==> src/include/ulw_pkg.sv <==
package ulw_pkg;
  // ************************************************************
  // register offsets
  // ************************************************************
  localparam logic [7:0] ADDR_CONTROL = 8'h00;
  localparam logic [7:0] ADDR_MODE = 8'h04;
  localparam logic [7:0] ADDR_CHAN_STATUS = 8'h14;
  localparam logic [7:0] ADDR_RX_HOLD = 8'h18;
  localparam logic [7:0] ADDR_TX_HOLD = 8'h1C;
  localparam logic [7:0] ADDR_BAUD = 8'h20;
  localparam logic [7:0] ADDR_IDLE_WAIT = 8'h24;
  localparam logic [7:0] ADDR_TIMEGUARD = 8'h28;
  localparam logic [7:0] ADDR_CLK_RATIO = 8'h40;
  localparam logic [7:0] ADDR_IR_FILTER = 8'h4C;
  localparam logic [7:0] ADDR_MANCHESTER = 8'h50;
  localparam logic [7:0] ADDR_LIN_MODE = 8'h54;
  localparam logic [7:0] ADDR_LIN_ID = 8'h58;
  localparam logic [7:0] ADDR_WP_MODE = 8'hE4;
  localparam logic [7:0] ADDR_WP_STATUS = 8'hE8;

  // ************************************************************
  // field positions
  // ************************************************************
  localparam int CR_STATUS_RESET = 8;
  localparam int CR_ARM_WAIT = 11;
  localparam int CR_RESTART_WAIT = 15;
  localparam int CR_WAKE_REQUEST = 21;
  localparam int MR_CHMODE_LSB = 14;
  localparam int LM_WAKE_TYPE = 5;
  localparam int LM_DMA_CFG = 17;
  localparam int LM_DLC_LSB = 8;
  localparam int SR_TIMEOUT = 8;
  localparam int SR_TXRDY = 1;
  localparam int SR_RXRDY = 0;
  localparam int SR_LIN_TC = 15;
  localparam int WP_SRC_LSB = 8;

  // ************************************************************
  // values
  // ************************************************************
  localparam logic [7:0] WAKE_CHAR_V20 = 8'hF0;
  localparam logic [7:0] WAKE_CHAR_V13 = 8'h80;
  localparam logic [31:0] MAN_RESET = 32'h3001_1004;
  localparam logic [31:0] FIDI_RESET = 32'h0000_0174;
  localparam logic [23:0] WP_KEY = 24'h55_5341;
  localparam int IDLE_WAIT_WIDTH = 17;
  localparam int CHAR_BITS = 10;

  typedef enum logic [1:0] {
    ULW_CH_NORMAL,
    ULW_CH_ECHO,
    ULW_CH_LOCAL_LOOP,
    ULW_CH_REMOTE_LOOP
  } ulw_chmode_t;
endpackage

==> src/verilog/ulw_bit_shift.sv <==
`timescale 1ns/1ps
// ************************************************************
// 8n1 character engine, lsb first, one bit per bit_tick
// ************************************************************
module ulw_bit_shift (
  input wire logic clk_sys,
  input wire logic reset,
  input wire logic bit_tick,
  input wire logic tx_enable,
  input wire logic tx_start,
  input wire logic [7:0] tx_char,
  output logic tx_busy,
  output logic tx_line,
  input wire logic rx_enable,
  input wire logic rx_line,
  output logic rx_valid,
  output logic [7:0] rx_char
);
  logic [9:0] tx_shift_ff;
  logic [3:0] tx_cnt_ff;
  logic [8:0] rx_shift_ff;
  logic [3:0] rx_cnt_ff;

  assign tx_busy = (tx_cnt_ff != 4'h0);

  always_ff @(posedge clk_sys) begin
    if (reset || !tx_enable) begin
      tx_shift_ff <= 10'h3FF;
      tx_cnt_ff <= 4'h0;
    end else if (tx_start && !tx_busy) begin
      tx_shift_ff <= {1'b1, tx_char, 1'b0};
      tx_cnt_ff <= 4'(ulw_pkg::CHAR_BITS);
    end else if (bit_tick && tx_busy) begin
      tx_shift_ff <= {1'b1, tx_shift_ff[9:1]};
      tx_cnt_ff <= tx_cnt_ff - 4'h1;
    end
  end

  always_ff @(posedge clk_sys) begin
    if (reset) begin
      tx_line <= 1'b1;
    end else begin
      tx_line <= tx_busy ? tx_shift_ff[0] : 1'b1;
    end
  end

  // samples one point per bit; start detected on low line when idle
  always_ff @(posedge clk_sys) begin
    if (reset || !rx_enable) begin
      rx_shift_ff <= 9'h000;
      rx_cnt_ff <= 4'h0;
      rx_valid <= 1'b0;
      rx_char <= 8'h00;
    end else begin
      rx_valid <= 1'b0;
      if (bit_tick) begin
        if (rx_cnt_ff == 4'h0) begin
          if (!rx_line) begin
            rx_cnt_ff <= 4'h9;
          end
        end else begin
          rx_shift_ff <= {rx_line, rx_shift_ff[8:1]};
          rx_cnt_ff <= rx_cnt_ff - 4'h1;
          if (rx_cnt_ff == 4'h1) begin
            rx_valid <= 1'b1;
            rx_char <= rx_shift_ff[8:1];
          end
        end
      end
    end
  end
endmodule

==> src/verilog/ulw_top.sv <==
// The implementer's own choices: the address map and strobed register access.
`timescale 1ns/1ps
// Operation
// - master dma config: two bytes via holding
// - publish: id and data via holding register
// - subscribe: only response data to dma
// - lin 2.0 wake sends 0xF0
// - lin 1.3 wake sends 0x80
// - wake type bit selects character
// - wake command; complete flag until reset or status reset command
// - slave idle timeout raises status flag
// - zero timeout value disables timeout
// - 17-bit counter, per bit, reload, flag
// - arm command stops counter until character
// - restart command reloads and counts now
// - arm command clears flag, cancels period
// - normal: pins to receiver and transmitter
// - echo: rx pin forwarded to tx pin
// - local loop: tx to rx, pin high
// - remote loop: rx pin to tx pin
// - protected write blocked, violation recorded
// - seven configuration registers are protected
// - status read clears violation flag
module ulw_top (
  input wire logic clk_sys,
  input wire logic reset,
  input wire logic [7:0] reg_addr,
  input wire logic [31:0] reg_wdata,
  input wire logic reg_wr,
  input wire logic reg_rd,
  output logic [31:0] reg_rdata,
  input wire logic bit_tick,
  input wire logic master_node,
  input wire logic rxd_pin,
  output logic txd_pin,
  output logic dma_tx_req,
  output logic dma_rx_req
);
  // ************************************************************
  // pin synchroniser
  // ************************************************************
  logic [2:0] rxd_sync_ff;
  logic rxd_ff;

  always_ff @(posedge clk_sys) begin
    if (reset) begin
      rxd_sync_ff <= 3'b111;
      rxd_ff <= 1'b1;
    end else begin
      rxd_sync_ff <= {rxd_sync_ff[1:0], rxd_pin};
      if (rxd_sync_ff[1] == rxd_sync_ff[2]) begin
        rxd_ff <= rxd_sync_ff[2];
      end
    end
  end

  // ************************************************************
  // register decode
  // ************************************************************
  function automatic logic is_protected(input logic [7:0] addr);
    is_protected = (addr == ulw_pkg::ADDR_MODE) || (addr == ulw_pkg::ADDR_BAUD) ||
                   (addr == ulw_pkg::ADDR_IDLE_WAIT) || (addr == ulw_pkg::ADDR_TIMEGUARD) ||
                   (addr == ulw_pkg::ADDR_CLK_RATIO) || (addr == ulw_pkg::ADDR_IR_FILTER) ||
                   (addr == ulw_pkg::ADDR_MANCHESTER);
  endfunction

  logic write_protect_enable_ff;
  logic write_violation_flag_ff;
  logic [7:0] write_violation_source_ff;
  logic wr_ok;
  logic cr_wr;

  assign wr_ok = reg_wr && !(write_protect_enable_ff && is_protected(reg_addr));
  assign cr_wr = reg_wr && (reg_addr == ulw_pkg::ADDR_CONTROL);

  // ************************************************************
  // configuration registers
  // ************************************************************
  logic [31:0] mode_reg_ff;
  logic [31:0] baud_reg_ff;
  logic [16:0] idle_wait_reload_value_ff;
  logic [31:0] timeguard_reg_ff;
  logic [31:0] ratio_reg_ff;
  logic [31:0] irfilter_reg_ff;
  logic [31:0] manchester_reg_ff;
  logic [31:0] lin_mode_reg_ff;
  logic [7:0] lin_identifier_reg_ff;
  ulw_pkg::ulw_chmode_t chmode;
  logic dma_config_buffer_mode;
  logic wake_request_type;

  assign chmode = ulw_pkg::ulw_chmode_t'(mode_reg_ff[ulw_pkg::MR_CHMODE_LSB +: 2]);
  assign dma_config_buffer_mode = lin_mode_reg_ff[ulw_pkg::LM_DMA_CFG];
  assign wake_request_type = lin_mode_reg_ff[ulw_pkg::LM_WAKE_TYPE];

  // dma config byte pairing state
  logic cfg_phase_ff;
  logic id_pending_ff;
  // after the identifier, holding bytes are response data until lin mode is rewritten
  logic resp_phase_ff;
  logic thr_wr;
  logic rx_valid;
  logic [7:0] rx_char;
  logic id_wait_ff;
  logic timeout_flag_ff;

  assign thr_wr = reg_wr && (reg_addr == ulw_pkg::ADDR_TX_HOLD);

  always_ff @(posedge clk_sys) begin
    if (reset) begin
      mode_reg_ff <= '0;
      baud_reg_ff <= '0;
      idle_wait_reload_value_ff <= '0;
      timeguard_reg_ff <= '0;
      ratio_reg_ff <= ulw_pkg::FIDI_RESET;
      irfilter_reg_ff <= '0;
      manchester_reg_ff <= ulw_pkg::MAN_RESET;
    end else if (wr_ok) begin
      case (reg_addr)
        ulw_pkg::ADDR_MODE: mode_reg_ff <= reg_wdata;
        ulw_pkg::ADDR_BAUD: baud_reg_ff <= reg_wdata;
        ulw_pkg::ADDR_IDLE_WAIT: idle_wait_reload_value_ff <= reg_wdata[16:0];
        ulw_pkg::ADDR_TIMEGUARD: timeguard_reg_ff <= reg_wdata;
        ulw_pkg::ADDR_CLK_RATIO: ratio_reg_ff <= reg_wdata;
        ulw_pkg::ADDR_IR_FILTER: irfilter_reg_ff <= reg_wdata;
        ulw_pkg::ADDR_MANCHESTER: manchester_reg_ff <= reg_wdata;
        default: begin
        end
      endcase
    end
  end

  // lin mode: direct write, or two holding-register bytes in master config-buffer mode
  always_ff @(posedge clk_sys) begin
    if (reset) begin
      lin_mode_reg_ff <= '0;
      lin_identifier_reg_ff <= '0;
      cfg_phase_ff <= 1'b0;
      id_pending_ff <= 1'b0;
      resp_phase_ff <= 1'b0;
    end else begin
      if (reg_wr && reg_addr == ulw_pkg::ADDR_LIN_MODE) begin
        lin_mode_reg_ff <= reg_wdata;
        cfg_phase_ff <= 1'b0;
        resp_phase_ff <= 1'b0;
      end else if (reg_wr && reg_addr == ulw_pkg::ADDR_LIN_ID && master_node) begin
        lin_identifier_reg_ff <= reg_wdata[7:0];
      end else if (thr_wr && master_node && dma_config_buffer_mode && !id_pending_ff && !resp_phase_ff) begin
        if (!cfg_phase_ff) begin
          lin_mode_reg_ff[7:0] <= reg_wdata[7:0];
          cfg_phase_ff <= 1'b1;
        end else begin
          lin_mode_reg_ff[ulw_pkg::LM_DLC_LSB +: 8] <= reg_wdata[7:0];
          cfg_phase_ff <= 1'b0;
          id_pending_ff <= 1'b1;
        end
      end else if (thr_wr && id_pending_ff) begin
        lin_identifier_reg_ff <= reg_wdata[7:0];
        id_pending_ff <= 1'b0;
        resp_phase_ff <= 1'b1;
      end
      if (rx_valid && !master_node && id_wait_ff) begin
        lin_identifier_reg_ff <= rx_char;
      end
    end
  end

  // ************************************************************
  // transmit path: wake-up and holding register
  // ************************************************************
  logic tx_busy;
  logic tx_line;
  logic tx_start;
  logic [7:0] tx_char;
  logic wake_active_ff;
  logic wake_pending_ff;
  logic lin_transfer_complete_ff;
  logic [7:0] thr_data_ff;
  logic thr_full_ff;
  logic tx_enable;
  logic rx_enable;
  logic data_thr_wr;

  assign tx_enable = (chmode != ulw_pkg::ULW_CH_REMOTE_LOOP);
  assign rx_enable = (chmode != ulw_pkg::ULW_CH_REMOTE_LOOP);
  assign data_thr_wr = thr_wr && !id_pending_ff && (!(master_node && dma_config_buffer_mode) || resp_phase_ff);

  always_ff @(posedge clk_sys) begin
    if (reset) begin
      thr_data_ff <= 8'h00;
      thr_full_ff <= 1'b0;
    end else if (data_thr_wr) begin
      thr_data_ff <= reg_wdata[7:0];
      thr_full_ff <= 1'b1;
    end else if (tx_start && !wake_pending_ff) begin
      thr_full_ff <= 1'b0;
    end
  end

  logic wake_cmd;

  assign wake_cmd = cr_wr && reg_wdata[ulw_pkg::CR_WAKE_REQUEST];
  assign tx_char = wake_pending_ff ? (wake_request_type ? ulw_pkg::WAKE_CHAR_V13
                                                        : ulw_pkg::WAKE_CHAR_V20)
                                   : thr_data_ff;
  // load on a bit tick so the start bit lasts a full period
  assign tx_start = bit_tick && !tx_busy && tx_enable && (wake_pending_ff || thr_full_ff);

  always_ff @(posedge clk_sys) begin
    if (reset) begin
      wake_pending_ff <= 1'b0;
      wake_active_ff <= 1'b0;
    end else begin
      if (wake_cmd) begin
        wake_pending_ff <= 1'b1;
      end else if (tx_start && wake_pending_ff) begin
        wake_pending_ff <= 1'b0;
      end
      if (tx_start) begin
        wake_active_ff <= wake_pending_ff;
      end else if (!tx_busy) begin
        wake_active_ff <= 1'b0;
      end
    end
  end

  logic wake_done;
  assign wake_done = wake_active_ff && !tx_busy && !tx_start;

  always_ff @(posedge clk_sys) begin
    if (reset) begin
      lin_transfer_complete_ff <= 1'b0;
    end else if (wake_done) begin
      lin_transfer_complete_ff <= 1'b1;
    end else if (cr_wr && reg_wdata[ulw_pkg::CR_STATUS_RESET]) begin
      lin_transfer_complete_ff <= 1'b0;
    end
  end

  // ************************************************************
  // test mode routing
  // ************************************************************
  logic rx_line;

  always_comb begin
    case (chmode)
      ulw_pkg::ULW_CH_NORMAL: rx_line = rxd_ff;
      ulw_pkg::ULW_CH_ECHO: rx_line = rxd_ff;
      ulw_pkg::ULW_CH_LOCAL_LOOP: rx_line = tx_line;
      default: rx_line = 1'b1;
    endcase
  end

  always_ff @(posedge clk_sys) begin
    if (reset) begin
      txd_pin <= 1'b1;
    end else begin
      case (chmode)
        ulw_pkg::ULW_CH_NORMAL: txd_pin <= tx_line;
        ulw_pkg::ULW_CH_ECHO: txd_pin <= rxd_ff;
        ulw_pkg::ULW_CH_LOCAL_LOOP: txd_pin <= 1'b1;
        default: txd_pin <= rxd_ff;
      endcase
    end
  end

  ulw_bit_shift u_shift (
    .clk_sys(clk_sys),
    .reset(reset),
    .bit_tick(bit_tick),
    .tx_enable(tx_enable),
    .tx_start(tx_start),
    .tx_char(tx_char),
    .tx_busy(tx_busy),
    .tx_line(tx_line),
    .rx_enable(rx_enable),
    .rx_line(rx_line),
    .rx_valid(rx_valid),
    .rx_char(rx_char)
  );

  // ************************************************************
  // receive holding and dma requests
  // ************************************************************
  logic [7:0] rhr_ff;
  logic rhr_full_ff;

  // in slave mode the first character after idle is the identifier, kept out of dma
  always_ff @(posedge clk_sys) begin
    if (reset) begin
      id_wait_ff <= 1'b1;
    end else if (rx_valid) begin
      id_wait_ff <= 1'b0;
    end else if (timeout_flag_ff) begin
      id_wait_ff <= 1'b1;
    end
  end

  always_ff @(posedge clk_sys) begin
    if (reset) begin
      rhr_ff <= 8'h00;
      rhr_full_ff <= 1'b0;
    end else if (rx_valid && !(!master_node && id_wait_ff)) begin
      rhr_ff <= rx_char;
      rhr_full_ff <= 1'b1;
    end else if (reg_rd && reg_addr == ulw_pkg::ADDR_RX_HOLD) begin
      rhr_full_ff <= 1'b0;
    end
  end

  assign dma_tx_req = !thr_full_ff && !wake_pending_ff;
  assign dma_rx_req = rhr_full_ff;

  // ************************************************************
  // bus idle timeout
  // ************************************************************
  logic [ulw_pkg::IDLE_WAIT_WIDTH-1:0] idle_cnt_ff;
  logic idle_run_ff;
  logic idle_armed_ff;
  logic arm_cmd;
  logic restart_cmd;
  logic to_enabled;

  assign arm_cmd = cr_wr && reg_wdata[ulw_pkg::CR_ARM_WAIT];
  assign restart_cmd = cr_wr && reg_wdata[ulw_pkg::CR_RESTART_WAIT];
  assign to_enabled = (idle_wait_reload_value_ff != '0);

  always_ff @(posedge clk_sys) begin
    if (reset || !to_enabled) begin
      idle_cnt_ff <= '0;
      idle_run_ff <= 1'b0;
      idle_armed_ff <= 1'b0;
    end else if (restart_cmd) begin
      idle_cnt_ff <= idle_wait_reload_value_ff;
      idle_run_ff <= 1'b1;
      idle_armed_ff <= 1'b0;
    end else if (arm_cmd) begin
      idle_run_ff <= 1'b0;
      idle_armed_ff <= 1'b1;
    end else if (rx_valid) begin
      idle_cnt_ff <= idle_wait_reload_value_ff;
      idle_run_ff <= 1'b1;
      idle_armed_ff <= 1'b0;
    end else if (idle_run_ff && bit_tick) begin
      if (idle_cnt_ff == 17'h0_0001 || idle_cnt_ff == '0) begin
        idle_cnt_ff <= '0;
        idle_run_ff <= 1'b0;
      end else begin
        idle_cnt_ff <= idle_cnt_ff - 17'h0_0001;
      end
    end
  end

  logic idle_expire;
  assign idle_expire = to_enabled && idle_run_ff && bit_tick && !restart_cmd && !arm_cmd && !rx_valid
                       && (idle_cnt_ff <= 17'h0_0001);

  always_ff @(posedge clk_sys) begin
    if (reset || !to_enabled) begin
      timeout_flag_ff <= 1'b0;
    end else if (idle_expire) begin
      timeout_flag_ff <= 1'b1;
    end else if (arm_cmd) begin
      timeout_flag_ff <= 1'b0;
    end
  end

  // ************************************************************
  // write protection
  // ************************************************************
  logic wpsr_rd;
  assign wpsr_rd = reg_rd && (reg_addr == ulw_pkg::ADDR_WP_STATUS);

  always_ff @(posedge clk_sys) begin
    if (reset) begin
      write_protect_enable_ff <= 1'b0;
    end else if (reg_wr && reg_addr == ulw_pkg::ADDR_WP_MODE && reg_wdata[31:8] == ulw_pkg::WP_KEY) begin
      write_protect_enable_ff <= reg_wdata[0];
    end
  end

  always_ff @(posedge clk_sys) begin
    if (reset) begin
      write_violation_flag_ff <= 1'b0;
      write_violation_source_ff <= 8'h00;
    end else if (reg_wr && write_protect_enable_ff && is_protected(reg_addr)) begin
      write_violation_flag_ff <= 1'b1;
      write_violation_source_ff <= reg_addr;
    end else if (wpsr_rd) begin
      write_violation_flag_ff <= 1'b0;
    end
  end

  // ************************************************************
  // read data
  // ************************************************************
  always_ff @(posedge clk_sys) begin
    if (reset) begin
      reg_rdata <= '0;
    end else if (reg_rd) begin
      case (reg_addr)
        ulw_pkg::ADDR_MODE: reg_rdata <= mode_reg_ff;
        ulw_pkg::ADDR_CHAN_STATUS: begin
          reg_rdata <= '0;
          reg_rdata[ulw_pkg::SR_RXRDY] <= rhr_full_ff;
          reg_rdata[ulw_pkg::SR_TXRDY] <= dma_tx_req;
          reg_rdata[ulw_pkg::SR_TIMEOUT] <= timeout_flag_ff;
          reg_rdata[ulw_pkg::SR_LIN_TC] <= lin_transfer_complete_ff;
        end
        ulw_pkg::ADDR_RX_HOLD: reg_rdata <= {24'h00_0000, rhr_ff};
        ulw_pkg::ADDR_BAUD: reg_rdata <= baud_reg_ff;
        ulw_pkg::ADDR_IDLE_WAIT: reg_rdata <= {15'h0000, idle_wait_reload_value_ff};
        ulw_pkg::ADDR_TIMEGUARD: reg_rdata <= timeguard_reg_ff;
        ulw_pkg::ADDR_CLK_RATIO: reg_rdata <= ratio_reg_ff;
        ulw_pkg::ADDR_IR_FILTER: reg_rdata <= irfilter_reg_ff;
        ulw_pkg::ADDR_MANCHESTER: reg_rdata <= manchester_reg_ff;
        ulw_pkg::ADDR_LIN_MODE: reg_rdata <= lin_mode_reg_ff;
        ulw_pkg::ADDR_LIN_ID: reg_rdata <= {24'h00_0000, lin_identifier_reg_ff};
        ulw_pkg::ADDR_WP_MODE: reg_rdata <= {31'h0000_0000, write_protect_enable_ff};
        ulw_pkg::ADDR_WP_STATUS: reg_rdata <= {16'h0000, write_violation_source_ff, 7'h00, write_violation_flag_ff};
        default: reg_rdata <= '0;
      endcase
    end else begin
      reg_rdata <= '0;
    end
  end
endmodule
==> config.mk <==
export PLATFORM = sky130hd
export DESIGN_NAME = ulw_top
export DESIGN_NICKNAME = d
export VERILOG_FILES = /design/src/include/ulw_pkg.sv /design/src/verilog/ulw_bit_shift.sv /design/src/verilog/ulw_top.sv
export SDC_FILE = /design/constraint.sdc
export NUM_CORES = 1
export LEC_CHECK = 0
export ABC_AREA = 1
export ABC_CLOCK_PERIOD_IN_PS = 1600
export BUFFER_PORTS_ARGS = -buffer_cell sky130_fd_sc_hd__buf_2
export CAP_MARGIN = 15
export CORE_MARGIN = 2
export CORE_UTILIZATION = 56
export CTS_CLUSTER_DIAMETER = 50
export CTS_CLUSTER_SIZE = 10
export DETAILED_ROUTE_END_ITERATION = 16
export GPL_TIMING_DRIVEN = 0
export PLACE_DENSITY_LB_ADDON = 0.08
export SLEW_MARGIN = 20
export SYNTH_ARGS = -nofsm -noshare
export SYNTH_HDL_FRONTEND = slang
export SYNTH_HIERARCHICAL = 1
export SYNTH_SLANG_ARGS = --single-unit
==> constraint.sdc <==
create_clock -name clk_sys -period 1.6 [get_ports clk_sys]
set_clock_uncertainty 0.05 [all_clocks]
set_input_delay 0 -clock clk_sys [delete_from_list [all_inputs] [get_ports clk_sys]]
set_output_delay 0 -clock clk_sys [all_outputs]
set_load 0.01 [all_outputs]
After elaboration in Yosys (flattened, before gate mapping)
Cells that the tools add are included.
{"block": "totals", "ff_bits": 376, "wordCells": 249, "inputBits": 47, "output_inout_bits": 35}
{"block": "classes", "n_bitwise": 7, "magnitude_cmp": 1, "mux": 52, "eq_ne": 29, "addsub": 3, "reduce_logical": 117}
{"op": "32-bit one-hot mux with 13 select lines", "n": 1}
{"op": "17-bit 2-to-1 mux", "n": 5}
{"op": "8-bit 2-to-1 mux", "n": 8}
{"op": "16-bit 2-to-1 mux", "n": 3}
{"op": "1-bit logical AND", "n": 46}
{"op": "8-bit by 7-bit equality test with 1-bit output (second input constant)", "n": 5}
{"op": "1-bit 2-to-1 mux", "n": 26}
{"op": "24-bit by 23-bit equality test with 1-bit output (second input constant)", "n": 1}
{"op": "8-bit by 5-bit equality test with 1-bit output (second input constant)", "n": 3}
{"op": "8-bit by 6-bit equality test with 1-bit output (second input constant)", "n": 3}
{"op": "2-bit AND reduction", "n": 12}
{"op": "2-bit nonzero test", "n": 11}
{"op": "9-bit 2-to-1 mux", "n": 2}
{"op": "17-bit by 1-bit equality test with 1-bit output (second input constant)", "n": 1}
{"op": "17-bit by 1-bit less-or-equal comparator with 1-bit output (second input constant)", "n": 1}
{"op": "17-bit logical NOT", "n": 1}
{"op": "17-bit nonzero test", "n": 1}
{"op": "17-bit by 1-bit subtractor with 17-bit output (second input constant)", "n": 1}
{"op": "8-bit equality test (second input constant)", "n": 2}
{"op": "4-bit 2-to-1 mux", "n": 4}
{"op": "1-bit logical NOT", "n": 15}
{"op": "3-bit AND reduction", "n": 5}
{"op": "4-bit nonzero test", "n": 3}
{"op": "1-bit logical OR", "n": 11}
{"op": "19 further kinds", "n": 38}

Longest topological paths before layout
{"block": "depth", "depth_word": 11, "mapped_depth": 13, "mapped_depth_nobuf": 12}

Hierarchy
The synthesis kept the hierarchy.
{"mod": "ulw_top", "seq_area_each_um2": 6806.5, "area_each_um2": 17440.5, "cells_per_inst": 2704, "n_inst": 1}
{"mod": "ulw_bit_shift", "seq_area_each_um2": 700.7, "area_each_um2": 1438.9, "cells_per_inst": 193, "n_inst": 1}

Least setup slack after synthesis
OpenSTA, ideal clock, no wires.
{"block": "synth_path", "path_type": "register to register", "start": "register u_shift.tx_cnt_ff[0]", "end": "register u_shift.tx_shift_ff[1]", "arrival_time_ps": 1508, "required_time_ps": 1412, "path_buffers": 0, "setup_ps": 138, "path_stages_with_launch": 12, "synth_period_minus_slack_ps": 1697, "slack_ps": -97, "path_cell_list": "dfxtp_1 inv_1 ha_1 nand2_1 inv_1 nand3_1 nor2_1 nand3_2 nand2_1 inv_2 nand2_1 nand4_1"}
{"block": "synth_between", "elab_chain_len": 7, "elab_cells_between_ends": 9, "cone_classes": "mux: 1; reduce/logical: 8"}
{"item": "from (decl)", "line_no": "ulw_bit_shift.sv:20", "rtl": "logic [3:0] tx_cnt_ff;"}
{"item": "from (signal assigned)", "line_no": "ulw_bit_shift.sv:32", "rtl": "tx_cnt_ff <= 4'(ulw_pkg::CHAR_BITS);"}
{"item": "from (signal assigned)", "line_no": "ulw_bit_shift.sv:35", "rtl": "tx_cnt_ff <= tx_cnt_ff - 4'h1;"}
{"item": "4-bit nonzero test (*)", "line_no": "ulw_bit_shift.sv:24", "rtl": "assign tx_busy = (tx_cnt_ff != 4'h0);"}
{"item": "via tx_busy", "line_no": "ulw_top.sv:171", "rtl": "logic tx_busy;"}
{"item": "1-bit logical NOT (*)", "line_no": "ulw_top.sv:207", "rtl": "assign tx_start = bit_tick && !tx_busy && tx_enable && (wake_pending_ff || thr_full_ff);"}
{"item": "1-bit logical AND (*) (3 in a row)", "line_no": "ulw_top.sv:207"}
{"item": "via tx_start", "line_no": "ulw_top.sv:173", "rtl": "logic tx_start;"}
{"item": "1-bit logical AND (*)", "line_no": "ulw_bit_shift.sv:30", "rtl": "end else if (tx_start && !tx_busy) begin"}
{"item": "9-bit 2-to-1 mux or 2-bit nonzero test (tied branches)"}
{"item": "to (signal assigned)", "line_no": "ulw_bit_shift.sv:31", "rtl": "tx_shift_ff <= {1'b1, tx_char, 1'b0};"}
{"item": "to (signal assigned)", "line_no": "ulw_bit_shift.sv:34", "rtl": "tx_shift_ff <= {1'b1, tx_shift_ff[9:1]};"}
{"item": "to (decl)", "line_no": "ulw_bit_shift.sv:19", "rtl": "logic [9:0] tx_shift_ff;"}
Mark *: on every way through the listed nets, which the timed path passes. The rest lies on a longest branch.
A chain may end at the register's enable or synchronous reset.

Final worst setup path
{"block": "layout_path", "start": "input port reg_addr[5]", "end": "register reg_rdata[6]"}
{"block": "layout_between", "elab_chain_len": 2, "elab_cells_between_ends": 14, "cone_classes": "eq/ne: 13; mux: 1"}
{"item": "from (decl)", "line_no": "ulw_top.sv:27", "rtl": "input wire logic [7:0] reg_addr,"}
{"item": "8-bit equality test (tied with other cells)", "line_no": "ulw_top.sv:401", "rtl": "case (reg_addr)"}
{"item": "32-bit one-hot mux with 13 select lines (*)", "line_no": "ulw_top.sv:401"}
{"item": "to (signal assigned)", "line_no": "ulw_top.sv:402", "rtl": "ulw_pkg::ADDR_MODE: reg_rdata <= mode_reg_ff;"}
{"item": "to (signal, indexed assignment)", "line_no": "ulw_top.sv:405", "rtl": "reg_rdata[ulw_pkg::SR_RXRDY] <= rhr_full_ff;"}
{"item": "to (signal, indexed assignment)", "line_no": "ulw_top.sv:406", "rtl": "reg_rdata[ulw_pkg::SR_TXRDY] <= dma_tx_req;"}
{"item": "to (decl)", "line_no": "ulw_top.sv:31", "rtl": "output logic [31:0] reg_rdata,"}
Mark *: on every way between the ends. The rest lies on a longest branch, timed or not.

==> summary.md <==
| Metric | Value |
|---|---|
| Status | complete, but fails checks |
| Failing checks | hold timing, setup timing |
| Setup CP Type | in2reg |
| CP max-delay cell | buf_1 |
| Clock buffer depth | 3 |
| Cell taking the most area after synthesis | dfxtp_1 |
| Crit-path max FO | 10 |
| Core Util, Final | between 60% and 70% |
| Final ANT Viol Nets | 0 |
| Vias per cell | 5.74 |
| Maxcap violations | 0 |
| Syn_nets | 2,949 |
| CTS tree | done |
| Post-synthesis sequential area ratio | between 30% and 40% |
| Reg-to-Reg Start | idle_cnt_ff[6]$_SDFFE_PP0P_ |
| Wire per inst | about 21 um |
| Commonest non-fill, non-tap cell in the layout | nand2_1 |
| Row count | 67 |
| Worst Setup SP | reg_addr[5] |
| Syn Area/Cell | between 6 and 7 um^2 |
| CTS root buffer | clkbuf_16 |
| Vias | approximately 20,000 |
| VDD IR-drop max | around 0.0012 V |
| CP Capture Type | flip-flop |
| Total global routing overflow | 0 |
| Synth warn | 6 |
| Synth top area share | 39.8% |
| Final period util | 103% |
| Number of global-route vias before repair | 18,600 |
| Final Setup Violations | 5 |
| Most used cell, CP | nand2_1 |
| Clk_lat worst skew | 0.59 ns |
| Fill count | roughly 3,100 |
| Initial Util | 56.6% |
| LEAKAGE | 0.0103 uW |
| Syn Std Cell Area | 18,900 um^2 |
| Area delta synth->final | 19.3% |
| Setup TNS | -0.0987 ns |
| CTS Sinks | 375 |
| First-pass GRT wire length | around 110,000 um |
| Critical path required time | 2.02 ns |
| Worst path bufs/invs | 4 |
| Netlist cell types | 40 |
| Fin crit period | between 1.5 and 2 ns |
| Worst hold path type | in2reg |
| Layout cell share with drive strength beyond 1 | 15.7% |
| Worst Path Arrival | just over 2 ns |
| Largest cells by area after synthesis | dfxtp_1 (40%), nand2_1 (13%), inv_1 (10%) |
| CP cell instances | buf_2, inv_2, nand2_1, nor2_2, nand2_4, buf_1, o22ai_1, nor3_1, nand2_1, nand2_1, inv_1 |
| Reg area | 7530 um^2 |
| Core Area | roughly 33,000 um^2 |
| Die Wd | 188 um |
| Post-route setup slack | -0.0417 ns |
| RSZ-0062 raised after global routing | yes |
| Commonest non-fill, non-tap cells in the layout | nand2_1 (645), inv_1 (494), dfxtp_1 (363) |
| Yosys reg bits | 375 |
| GP Congestion | 1.05 |
| Delay-heaviest family, CP | buffers and inverters |
| Area of the die | 35,200 um^2 |
| Hold Vio Cnt, Final | 4 |
| Slew @ Worst Pin | around 1.0 ns |
| First-pass DRT Iterations | 6 |
| Initial antenna violation count | 2 |
| Die Y | between 150 and 200 um |
| Final wirelength | around 75,000 um |
| I/O pin total | 82 |
| Design Power | 22,500 uW |
| Worst Hold Launch | master_node |
| Drt first-iter violations | 2,749 |
| DRC | 0 |
| Cts bufs inserted | 46 |
| I/O Buffers | 80 |
| Relative slew slack | 30.3% |
| Crit path largest cell delay | 0.70 ns |
| Final slew viol count | 0 |
| Multi-input logic area | 8790 um^2 |
| H-tree depth | 2 |
| Hold WS | -0.0332 ns |
| GRT Overall Usage | 41.4% |
| Largest net degree at the start of global routing | 20 |
| Fin nets | 3,159 |
| PwrDens | 1000 nW/um^2 |
| Highest clock rate | 0.609 GHz |
| Final HPWL DP | ~52,000 um |
| CP startpoint kind | primary input |
| Mapped Cells | 2,897 |
| Clock transition at path regs | 0.05 ns |
-- tightest hold or removal path, delay by kind of cell --
family                 cells  cell delay [ns]
AND/OR/NAND/NOR            2             0.26
AO/OA/AOI/OAI              2             0.18
buffers and inverters      1             0.11
-- Yosys cell counts --
cell type,number
a211oi_1,1
a21oi_1,129
a21oi_2,1
a31oi_1,1
buf_1,35
buf_2,43
buf_4,3
buf_6,22
clkbuf_1,67
clkinv_1,7
dfxtp_1,375
ha_1,5
inv_1,513
inv_2,56
nand2_1,671
nand2_2,14
nand2_4,3
nand2_8,2
nand3_1,93
nand3_2,7
nand3_4,1
nand3b_1,2
nand4_1,232
nand4_2,1
nor2_1,353
nor2_2,6
nor2_4,5
nor2_8,2
nor3_1,23
nor3_2,1
o2111ai_1,5
o211ai_1,6
o21ai_0,115
o21ai_1,3
o221ai_1,6
o22ai_1,71
or2_2,4
or2_4,1
xnor2_1,1
xor2_1,11
-- worst paths after layout --
check / end / slack (ns) / cells past startpoint
min reg2reg: rxd_sync_ff[1]$_SDFF_PP1_ / 0.35 / 1
min: lin_identifier_reg_ff[4]$_SDFFE_PP0P_ / -0.03 / 5
max: reg_rdata[6]$_SDFF_PP0_ / -0.04 / 11
max reg2reg: idle_cnt_ff[14]$_SDFFE_PP0P_ / -0.02 / 12
-- registers in the layout, summed over array words and instances (netlist names), 9 cells and up --
register                   cells
reg_rdata                     32
idle_cnt_ff                   17
manchester_reg_ff             32
lin_mode_reg_ff               32
idle_wait_reload_value_ff     17
u_shift/tx_shift_ff            9
irfilter_reg_ff               32
mode_reg_ff                   32
timeguard_reg_ff              32
ratio_reg_ff                  32
baud_reg_ff                   32
-- logic make-up (layout without fill, tap and decap cells) --
kind of cell	Yosys count	count (layout)	synth area share [%]
and+or+nand+nor	1421	1421	33.5
buffers and inverters	746	967	16.1
DFF	375	375	39.8
AOI/OAI and AO/OA	338	338	9.77
xor gates and xnor gates	12	12	0.557
adders and majority gates	5	5	0.331
other	0	2	0
-- through the flow --
step           hold WS (ns)  instance area, um^2  setup slack (ns)  std cells
2_1_floorplan        0.0443                18900            0.0352       2897
3_3_place_gp          0.139                19900             -1.36       3425
3_5_place_dp          0.142                19900             -1.37       3425
4_1_cts            0.000644                21900           -0.0433       3546
5_1_grt              0.0299                22500            -0.139       3566
6_report            -0.0332                22500           -0.0417       3568
-- power by group --
part / switching [uW] / leakage, uW / internal, uW
Sequential: 253 / 0.00303 / 9710
Combinational: 1910 / 0.00659 / 990
Clock: 4030 / 0.000645 / 5620
Total: 6190 / 0.0103 / 16300
-- timing repair --
action	CTS	global route
hold buffers	52	0
gates resized for setup	67	168
pin swaps	12	33
setup endpoints to repair	305	215
cloned	1	0
buffers inserted	13	21
endpoints found under the hold margin	217	0
-- per-layer routing --
metal	global-route usage (%)	share of wire, %
met4	22.3	5.8
met5	0	0
met3	10.8	13
met2	61.7	42
met1	54.8	39
-- area by class of cell --
class / count / area share, %
clock inverters: 8 / 0.444
multi-input cells: 1776 / 39.0
diodes: 2 / 0.0222
clock buffers: 51 / 5.38
well taps: 448 / 2.49
plain buffers: 166 / 4.16
inverters: 576 / 9.68
flip-flops and latches: 375 / 33.4
repair buffers: 166 / 5.33
No activity file was read; power rests on OpenSTA's default activity.
